--- src/tpg_defines.vh ---
// register offsets, field positions, reset values and timing counts for the pwm timer
`ifndef TPG_DEFINES_VH
`define TPG_DEFINES_VH

// word byte addresses on the wishbone bus
`define TPG_ADDR_CTRL     8'h00
`define TPG_ADDR_CNT      8'h04
`define TPG_ADDR_MOD      8'h08
`define TPG_ADDR_CSC0     8'h0c
`define TPG_ADDR_CMP0     8'h10
`define TPG_ADDR_CSC1     8'h14
`define TPG_ADDR_CMP1     8'h18
`define TPG_ADDR_PWR      8'h1c

// timer control status fields
`define TPG_CTRL_FLAG     7
`define TPG_CTRL_IE       6
`define TPG_CTRL_HALT     5
`define TPG_CTRL_RST      4
`define TPG_CTRL_PRE_HI   2
`define TPG_CTRL_PRE_LO   0

// channel control status fields
`define TPG_CSC_FLAG      7
`define TPG_CSC_IE        6
`define TPG_CSC_MSB       5
`define TPG_CSC_MSA       4
`define TPG_CSC_ELSB      3
`define TPG_CSC_ELSA      2
`define TPG_CSC_TOV       1
`define TPG_CSC_MAX       0

// power mode register fields
`define TPG_PWR_WAIT      0
`define TPG_PWR_STOP      1

// reset values
`define TPG_RST_MOD       16'hffff
`define TPG_RST_CSC       8'h00
`define TPG_RST_CMP       16'h0000

// prescale codes 000..110 give /1../64
`define TPG_PRE_MAX       3'h6
`define TPG_PRE_BITS      6

`endif

--- src/tpg_pwm_timer.v ---
// two-channel 16-bit pwm timer with classic wishbone register access
`timescale 1ns/10ps
`include "tpg_defines.vh"

module tpg_pwm_timer #(
    parameter CW = 16
) (
    // clock and reset
    input  wire          clk,
    input  wire          nrst,
    // wishbone slave
    input  wire          wb_cyc_i,
    input  wire          wb_stb_i,
    input  wire          wb_we_i,
    input  wire [7:0]    wb_adr_i,
    input  wire [3:0]    wb_sel_i,
    input  wire [31:0]   wb_dat_i,
    output reg  [31:0]   wb_dat_o,
    output reg           wb_ack_o,
    // interrupt request towards the cpu and wakeup
    output wire          timer_irq,
    output wire          wake_req,
    // channel pins; chan1 is a plain gpio when linked
    output reg           chan0_pin,
    output wire          chan1_pin,
    output wire          chan1_pin_oe,
    input  wire          chan1_gpio_out,
    input  wire          chan1_gpio_oe
);

    // software registers
    reg [CW-1:0] cnt_q;
    reg [CW-1:0] period_modulo_q;
    reg [CW-1:0] cmp0_q;
    reg [CW-1:0] cmp1_q;
    reg [7:0]    csc0_q;
    reg [7:0]    csc1_q;
    reg          overflow_flag_q;
    reg          overflow_irq_enable_q;
    reg          counter_halt_q;
    reg [2:0]    prescale_select_q;
    reg          ovf_armed_q;       // flag was read while set
    reg          wait_mode_q;
    reg          stop_mode_q;
    reg [5:0]    pre_q;
    reg          ch1_pin_q;
    reg          active1_q;         // buffered: channel 1 governs width
    reg          written1_q;        // buffered: last compare write was ch1
    reg [1:0]    ch_flag_q;

    // wishbone decode
    wire         req      = wb_cyc_i & wb_stb_i & ~wb_ack_o;
    wire         bus_ok   = ~wait_mode_q & ~stop_mode_q;
    wire         wr       = req & wb_we_i & wb_sel_i[0];
    wire         rd       = req & ~wb_we_i;
    wire         linked   = csc0_q[`TPG_CSC_MSB];

    // write strobe for one register; every register write is gated by the low byte lane alone
    function sel_hit;
        input [7:0] a;
        input [7:0] want;
        begin
            sel_hit = (a == want);
        end
    endfunction

    wire w_ctrl = wr & bus_ok & sel_hit(wb_adr_i, `TPG_ADDR_CTRL);
    wire w_mod  = wr & bus_ok & sel_hit(wb_adr_i, `TPG_ADDR_MOD);
    wire w_csc0 = wr & bus_ok & sel_hit(wb_adr_i, `TPG_ADDR_CSC0);
    wire w_cmp0 = wr & bus_ok & sel_hit(wb_adr_i, `TPG_ADDR_CMP0);
    wire w_csc1 = wr & bus_ok & sel_hit(wb_adr_i, `TPG_ADDR_CSC1);
    wire w_cmp1 = wr & bus_ok & sel_hit(wb_adr_i, `TPG_ADDR_CMP1);
    wire w_pwr  = wr & sel_hit(wb_adr_i, `TPG_ADDR_PWR);
    wire r_ctrl = rd & bus_ok & sel_hit(wb_adr_i, `TPG_ADDR_CTRL);
    wire r_csc0 = rd & bus_ok & sel_hit(wb_adr_i, `TPG_ADDR_CSC0);
    wire r_csc1 = rd & bus_ok & sel_hit(wb_adr_i, `TPG_ADDR_CSC1);
    wire trst   = w_ctrl & wb_dat_i[`TPG_CTRL_RST];

    // prescaler tick: divide by 2^ps; stop mode or halt freezes everything
    wire         run      = ~counter_halt_q & ~stop_mode_q;
    wire [6:0]   pre_mask = (7'h01 << prescale_select_q) - 7'h01;
    wire         tick     = run & ((pre_q & pre_mask[5:0]) == pre_mask[5:0]);

    // overflow and compare events, sampled only on ticks
    wire         at_mod   = tick & (cnt_q == period_modulo_q);
    // match on the tick that moves the counter onto the compare value, so the
    // pulse spans exactly compare ticks after overflow: 128 of 256 is half duty
    wire [CW-1:0] cnt_nxt = at_mod ? {CW{1'b0}} : cnt_q + {{(CW-1){1'b0}}, 1'b1};
    wire [CW-1:0] cmp_act = (linked & active1_q) ? cmp1_q : cmp0_q;
    wire         m0       = tick & (cnt_nxt == cmp_act);
    wire         m1       = tick & ~linked & (cnt_nxt == cmp1_q);

    // prescaler and counter; trst clears both without touching registers
    always @(posedge clk) begin
        if (!nrst) begin
            pre_q <= 6'h00;
            cnt_q <= {CW{1'b0}};
        end else if (trst) begin
            pre_q <= 6'h00;
            cnt_q <= {CW{1'b0}};
        end else if (run) begin
            pre_q <= tick ? 6'h00 : pre_q + 6'h01;
            if (at_mod)
                cnt_q <= {CW{1'b0}};
            else if (tick)
                cnt_q <= cnt_q + {{(CW-1){1'b0}}, 1'b1};
        end
    end

    // next pin level: overflow toggle, then compare forces, max overrides
    function pin_next;
        input       cur;
        input [7:0] csc;
        input       ovf;
        input       match;
        reg         v;
        begin
            v = cur;
            if (ovf & csc[`TPG_CSC_TOV])
                v = ~v;
            if (match & csc[`TPG_CSC_ELSB])
                v = csc[`TPG_CSC_ELSA];
            if (csc[`TPG_CSC_MAX] & csc[`TPG_CSC_TOV] & (ovf | match))
                v = ~csc[`TPG_CSC_ELSA];
            pin_next = v;
        end
    endfunction

    // pins: compare output whenever elsb is set, whatever msa holds; csc0 msb hands chan1 to the gpio inputs
    always @(posedge clk) begin
        if (!nrst) begin
            chan0_pin <= 1'b0;
            ch1_pin_q <= 1'b0;
        end else begin
            chan0_pin <= pin_next(chan0_pin, csc0_q, at_mod, m0);
            ch1_pin_q <= pin_next(ch1_pin_q, csc1_q, at_mod & ~linked, m1);
        end
    end
    assign chan1_pin    = linked ? chan1_gpio_out : ch1_pin_q;
    assign chan1_pin_oe = linked ? chan1_gpio_oe : 1'b1;

    // buffered channel selection swaps only at overflow
    always @(posedge clk) begin
        if (!nrst) begin
            active1_q  <= 1'b0;
            written1_q <= 1'b0;
        end else if (!linked) begin
            active1_q  <= 1'b0;
            written1_q <= 1'b0;
        end else begin
            if (w_cmp1)
                written1_q <= 1'b1;
            else if (w_cmp0)
                written1_q <= 1'b0;
            if (at_mod)
                active1_q <= w_cmp1 | (written1_q & ~w_cmp0);
        end
    end

    // control and compare registers; compare values live at once
    always @(posedge clk) begin
        if (!nrst) begin
            period_modulo_q       <= `TPG_RST_MOD;
            cmp0_q                <= `TPG_RST_CMP;
            cmp1_q                <= `TPG_RST_CMP;
            csc0_q                <= `TPG_RST_CSC;
            csc1_q                <= `TPG_RST_CSC;
            overflow_irq_enable_q <= 1'b0;
            counter_halt_q        <= 1'b1;
            prescale_select_q     <= 3'h0;
            wait_mode_q           <= 1'b0;
            stop_mode_q           <= 1'b0;
        end else begin
            if (w_mod)
                period_modulo_q <= wb_dat_i[CW-1:0];
            if (w_cmp0)
                cmp0_q <= wb_dat_i[CW-1:0];
            if (w_cmp1)
                cmp1_q <= wb_dat_i[CW-1:0];
            if (w_csc0)
                csc0_q[6:0] <= wb_dat_i[6:0];
            if (w_csc1)
                csc1_q[6:0] <= {wb_dat_i[6], 1'b0, wb_dat_i[4:0]};
            if (w_ctrl) begin
                overflow_irq_enable_q <= wb_dat_i[`TPG_CTRL_IE];
                counter_halt_q        <= wb_dat_i[`TPG_CTRL_HALT];
                // code 111 is the external clock, absent here: clamp to /64
                prescale_select_q     <= (wb_dat_i[2:0] > `TPG_PRE_MAX) ? `TPG_PRE_MAX : wb_dat_i[2:0];
            end
            // any interrupt request ends wait mode
            if (w_pwr) begin
                wait_mode_q <= wb_dat_i[`TPG_PWR_WAIT];
                stop_mode_q <= wb_dat_i[`TPG_PWR_STOP];
            end else if (wake_req) begin
                wait_mode_q <= 1'b0;
            end
        end
    end

    // overflow flag: armed by a read while set, cleared by a later 0 write
    always @(posedge clk) begin
        if (!nrst) begin
            overflow_flag_q <= 1'b0;
            ovf_armed_q     <= 1'b0;
        end else if (at_mod) begin
            overflow_flag_q <= 1'b1;
            ovf_armed_q     <= 1'b0;
        end else begin
            if (r_ctrl & overflow_flag_q)
                ovf_armed_q <= 1'b1;
            if (w_ctrl & ~wb_dat_i[`TPG_CTRL_FLAG] & ovf_armed_q) begin
                overflow_flag_q <= 1'b0;
                ovf_armed_q     <= 1'b0;
            end
        end
    end

    // channel flags with the same two-step clear; a set beats a clear
    wire [1:0] ch_ev   = {m1, m0};
    wire [1:0] ch_rd   = {r_csc1, r_csc0};
    wire [1:0] ch_wz   = {w_csc1 & ~wb_dat_i[`TPG_CSC_FLAG], w_csc0 & ~wb_dat_i[`TPG_CSC_FLAG]};
    reg  [1:0] ch_arm_q;
    genvar gi;
    generate
        for (gi = 0; gi < 2; gi = gi + 1) begin : g_chf
            always @(posedge clk) begin
                if (!nrst) begin
                    ch_flag_q[gi] <= 1'b0;
                    ch_arm_q[gi]  <= 1'b0;
                end else if (ch_ev[gi]) begin
                    ch_flag_q[gi] <= 1'b1;
                    ch_arm_q[gi]  <= 1'b0;
                end else begin
                    if (ch_rd[gi] & ch_flag_q[gi])
                        ch_arm_q[gi] <= 1'b1;
                    if (ch_wz[gi] & ch_arm_q[gi]) begin
                        ch_flag_q[gi] <= 1'b0;
                        ch_arm_q[gi]  <= 1'b0;
                    end
                end
            end
        end
    endgenerate

    // interrupt request and wakeup
    assign timer_irq = (overflow_flag_q & overflow_irq_enable_q)
                     | (ch_flag_q[0] & csc0_q[`TPG_CSC_IE])
                     | (ch_flag_q[1] & csc1_q[`TPG_CSC_IE] & ~linked);
    assign wake_req  = timer_irq & wait_mode_q;

    // read mux; every register but the power one reads zero while in wait or stop
    reg [31:0] rdata;
    always @* begin
        rdata = 32'h0000_0000;
        case (wb_adr_i)
            `TPG_ADDR_CTRL: rdata[7:0]    = {overflow_flag_q, overflow_irq_enable_q, counter_halt_q,
                                             1'b0, 1'b0, prescale_select_q};
            `TPG_ADDR_CNT:  rdata[CW-1:0] = cnt_q;
            `TPG_ADDR_MOD:  rdata[CW-1:0] = period_modulo_q;
            `TPG_ADDR_CSC0: rdata[7:0]    = {ch_flag_q[0], csc0_q[6:0]};
            `TPG_ADDR_CMP0: rdata[CW-1:0] = cmp0_q;
            `TPG_ADDR_CSC1: rdata[7:0]    = {ch_flag_q[1], csc1_q[6:0]};
            `TPG_ADDR_CMP1: rdata[CW-1:0] = cmp1_q;
            `TPG_ADDR_PWR:  rdata[1:0]    = {stop_mode_q, wait_mode_q};
            default:        rdata = 32'h0000_0000;
        endcase
        if (!bus_ok && wb_adr_i != `TPG_ADDR_PWR)
            rdata = 32'h0000_0000;
    end

    // single-cycle ack one edge after the request, dropped the cycle after
    always @(posedge clk) begin
        if (!nrst) begin
            wb_ack_o <= 1'b0;
            wb_dat_o <= 32'h0000_0000;
        end else begin
            wb_ack_o <= req;
            wb_dat_o <= req ? rdata : 32'h0000_0000;
        end
    end

endmodule

--- config.mk ---
export PLATFORM = sky130hd
export DESIGN_NAME = tpg_pwm_timer
export DESIGN_NICKNAME = d
export VERILOG_FILES = /design/src/tpg_pwm_timer.v
export VERILOG_INCLUDE_DIRS = /design/src
export SDC_FILE = /design/constraint.sdc
export NUM_CORES = 1
export LEC_CHECK = 0
export BUFFER_PORTS_ARGS = -buffer_cell sky130_fd_sc_hd__buf_4
export CORE_MARGIN = 4
export CORE_UTILIZATION = 53
export CTS_CLUSTER_SIZE = 25
export DETAILED_ROUTE_END_ITERATION = 12
export PLACE_DENSITY = 0.74
export SYNTH_ARGS = -nofsm -noshare
export SYNTH_HDL_FRONTEND = slang
export SYNTH_SLANG_ARGS = --single-unit
--- constraint.sdc ---
create_clock -name clk -period 2.55 [get_ports clk]
set_input_delay 0.255 -clock clk [delete_from_list [all_inputs] [get_ports clk]]
set_output_delay 0.255 -clock clk [all_outputs]
set_load 0.01 [all_outputs]
==> results.toml <==
[critical_path]
criticalPathCategory = "flip-flop to flip-flop"
cp_slowest_cell = "or4_4"
r2r_start = "period_modulo_q[6]$_SDFFE_PN1P_"
cp-startpoint = "period_modulo_q[6]$_SDFFE_PN1P_"
slowest_delay_ns = 0.56
worstSetupStartpointType = "flip-flop"
crit_path_end_kind = "flip-flop"
crit_chain = "xnor2_1, nand4_1, nor4_4, buf_4, a22oi_2, o32ai_2, nand4_1, or4_4, and3_4"
crit_required_ns = 2.87
path_max_fanout = 5
cp.arrival_ns = 3.06
critPathMostFrequentCell = "nand4_1"

[grt]
grt_usage_pct = 31.4
grt_busiest_layer = "met2"
grtUsageMet1_pct = 43.9
grt_pass1_vias = 6567
use_met3_pct = 8.90
antenna_found_initial = 0
grt_max_degree = 52
gr-total-overflow = 0
use_met2_pct = 46.5
grt_pass1_wl_um = 35600

[logic_synthesis]
synthCells = 856
synth_top_area_share_pct = 34.3
synth.distinct_cells = 77
yosysSeqAreaShare_pct = 34.3
netlist_top_cells_area = "dfxtp_1 34%, nand2_1 8.8%, a21boi_0 5.7%"
ys_warn_count = 0
syn_area_per_cell_um2 = 7.98
synth_ff_type = "dfxtp_1"
synth_seq_cells = 117
synth_area_mm2 = 0.00683
synth-edff-count = 0
yosysTopAreaCell = "dfxtp_1"
async_flop_share_pct = 0

[floorplan]
io_pins = 89
core.rowCount = 41
initial_core_util_pct = 54.1
die-area_mm2 = 0.0148
dieWidth_um = 122
die_h_um = 122
core_area_mm2 = 0.0126

[sta]
hold_violations = 0
fin_crit_sh_pct = 107
setup_tns_ns = -0.528
rsz0062_at_grt = "yes"
finalWorstSetupSlack_ns = -0.187
finalCriticalPeriod_ns = 2.74
worst_pin_slew_ns = 0.659
slew_violations = 0
finalClockSkew_ns = 0.0101
fmax_ghz = 0.365
maxSlewHeadroom_pct = 55.4
setup_viol = 5

[layout]
final_cell_mix = "171 x buf_4, 159 x nand2_1, 105 x dfxtp_1"
fin_util_pct = 72.0
final_area_mm2 = 0.00908
syn_to_final_growth_pct = 33.1
drive_gt1_share_pct = 30.2
fin_nets = 1052
final_common_cell = "buf_4"
num_antenna_cells = 0

[route]
drc_errors = 0
viasPerCell = 5.99
initialDrtViolationCount = 745
detail_route.wl_per_cell_um = 19.2
wirelength_um = 22800
vias = 7095
ant_nets = 0
dr.pass1.iters = 5

[placed_design]
place.port_buffers = 53
dp_hpwl_um = 16200
placed_area_mm2 = 0.00805
gp_congestion = 0.986

[clock_tree]
clock-sinks = 117
cts_max_path_buffers = 2
htree_levels = 4
tritoncts = "built"
numCtsBuffers = 17
clk_latency_ns = 0.43
cts_hold_buffers = 0
root_buffer = "clkbuf_16"
clk_pin_slew_ns = 0.06

[run_status]
status = "finished with violations"
failed_checks = "setup timing"

[pwr]
vdd_drop_max_uv = 507
leakagePower_nw = 3.54
p_per_area_mw_per_mm2 = 503

[worst_hold_path]
min_from = "wb_dat_i[10]"
min_path_type = "input pin to flip-flop"

[run]
cap_violations = 0
-- where the power goes --
group | internal, mW | switching [mW]
Clock | 1.69 | 0.876
Sequential | 1.83 | 0.000823
Combinational | 0.0714 | 0.104
-- metrics by stage --
stage               hold WS [ns]  power, mW  std cells  setup slack, ns
finish                    0.0530       4.57       1184           -0.187
global route              0.0676       4.68       1184           -0.275
CTS                       0.0374       4.59       1178           -0.104
detailed placement         0.459       2.04       1140           -0.139
global placement           0.451       2.04       1140          -0.0793
floorplan                  0.379       1.98        871           0.0288
-- logic make-up (layout without fill, tap and decap cells) --
logic type | after synthesis | after routing | synth area share, %
other cells | 1 | 16 | 0.0549
compound gates | 209 | 209 | 21.0
fa+ha+maj | 2 | 2 | 0.366
flops | 117 | 117 | 34.3
xor+xnor | 40 | 40 | 5.53
mux | 39 | 39 | 6.43
buf+inv | 87 | 228 | 6.54
simple gates | 361 | 361 | 25.8
-- worst max-delay path: cells and delay by family, from the launching register on --
kind | cells | cell delay, ns
AO/OA/AOI/OAI | 2 | 0.31
flip-flops | 1 | 0.41
XOR/XNOR | 1 | 0.14
buffers and inverters | 1 | 0.22
AND/OR/NAND/NOR | 5 | 1.54
-- layout make-up --
type | count | area, um^2
Inverter | 14 | 52.6
Fill cell | 991 | 3530
Tap cell | 172 | 215
Clock buffer | 21 | 460
Timing Repair Buffer | 182 | 1450
Sequential cell | 117 | 2360
Clock inverter | 11 | 173
Multi-Input combinational cell | 667 | 4370
-- synth_stat cells, types with 21 or more instances --
cell      count
nand2_1     160
nor3_1       21
o21ai_0      23
nand3_1      47
a22oi_1      30
nor2_1       45
a21boi_0     52
xnor2_1      25
a21oi_1      46
clkbuf_1     33
buf_4        24
dfxtp_1     117
-- registers in the layout, summed over array words and instances, names as in the netlist, 2 cells and up --
register	flops
ch_arm_q	2
cnt_q	16
period_modulo_q	16
cmp1_q	16
csc0_q	7
pre_q	6
ch_flag_q	2
wb_dat_o	16
prescale_select_q	3
cmp0_q	16
csc1_q	6
-- worst paths after layout --
check | to | slack (ns) | cells after the start
worst max-delay path | ch_arm_q[1]$_SDFFE_PP0P_ | -0.19 | 9
worst min-delay path | period_modulo_q[10]$_SDFFE_PN1P_ | 0.05 | 3
worst max register to register | ch_arm_q[1]$_SDFFE_PP0P_ | -0.19 | 9
worst min register to register | csc1_q[4]$_SDFFE_PN0P_ | 0.47 | 2
-- metal layers --
metal / wire [um] / part of all wire, %
met5: 0 / 0
met4: 707 / 3.1
met3: 2490 / 11
met2: 10000 / 44
met1: 9510 / 42
-- timing repair --
| action | CTS | global route |
|---|---|---|
| setup buffers | 6 | 7 |
| hold endpoints to repair | 0 | 0 |
| pin swaps | 14 | 12 |
| gates resized for setup | 21 | 42 |
| endpoints found under the setup margin | 5 | 6 |
No activity file was read; power rests on OpenSTA's default activity.
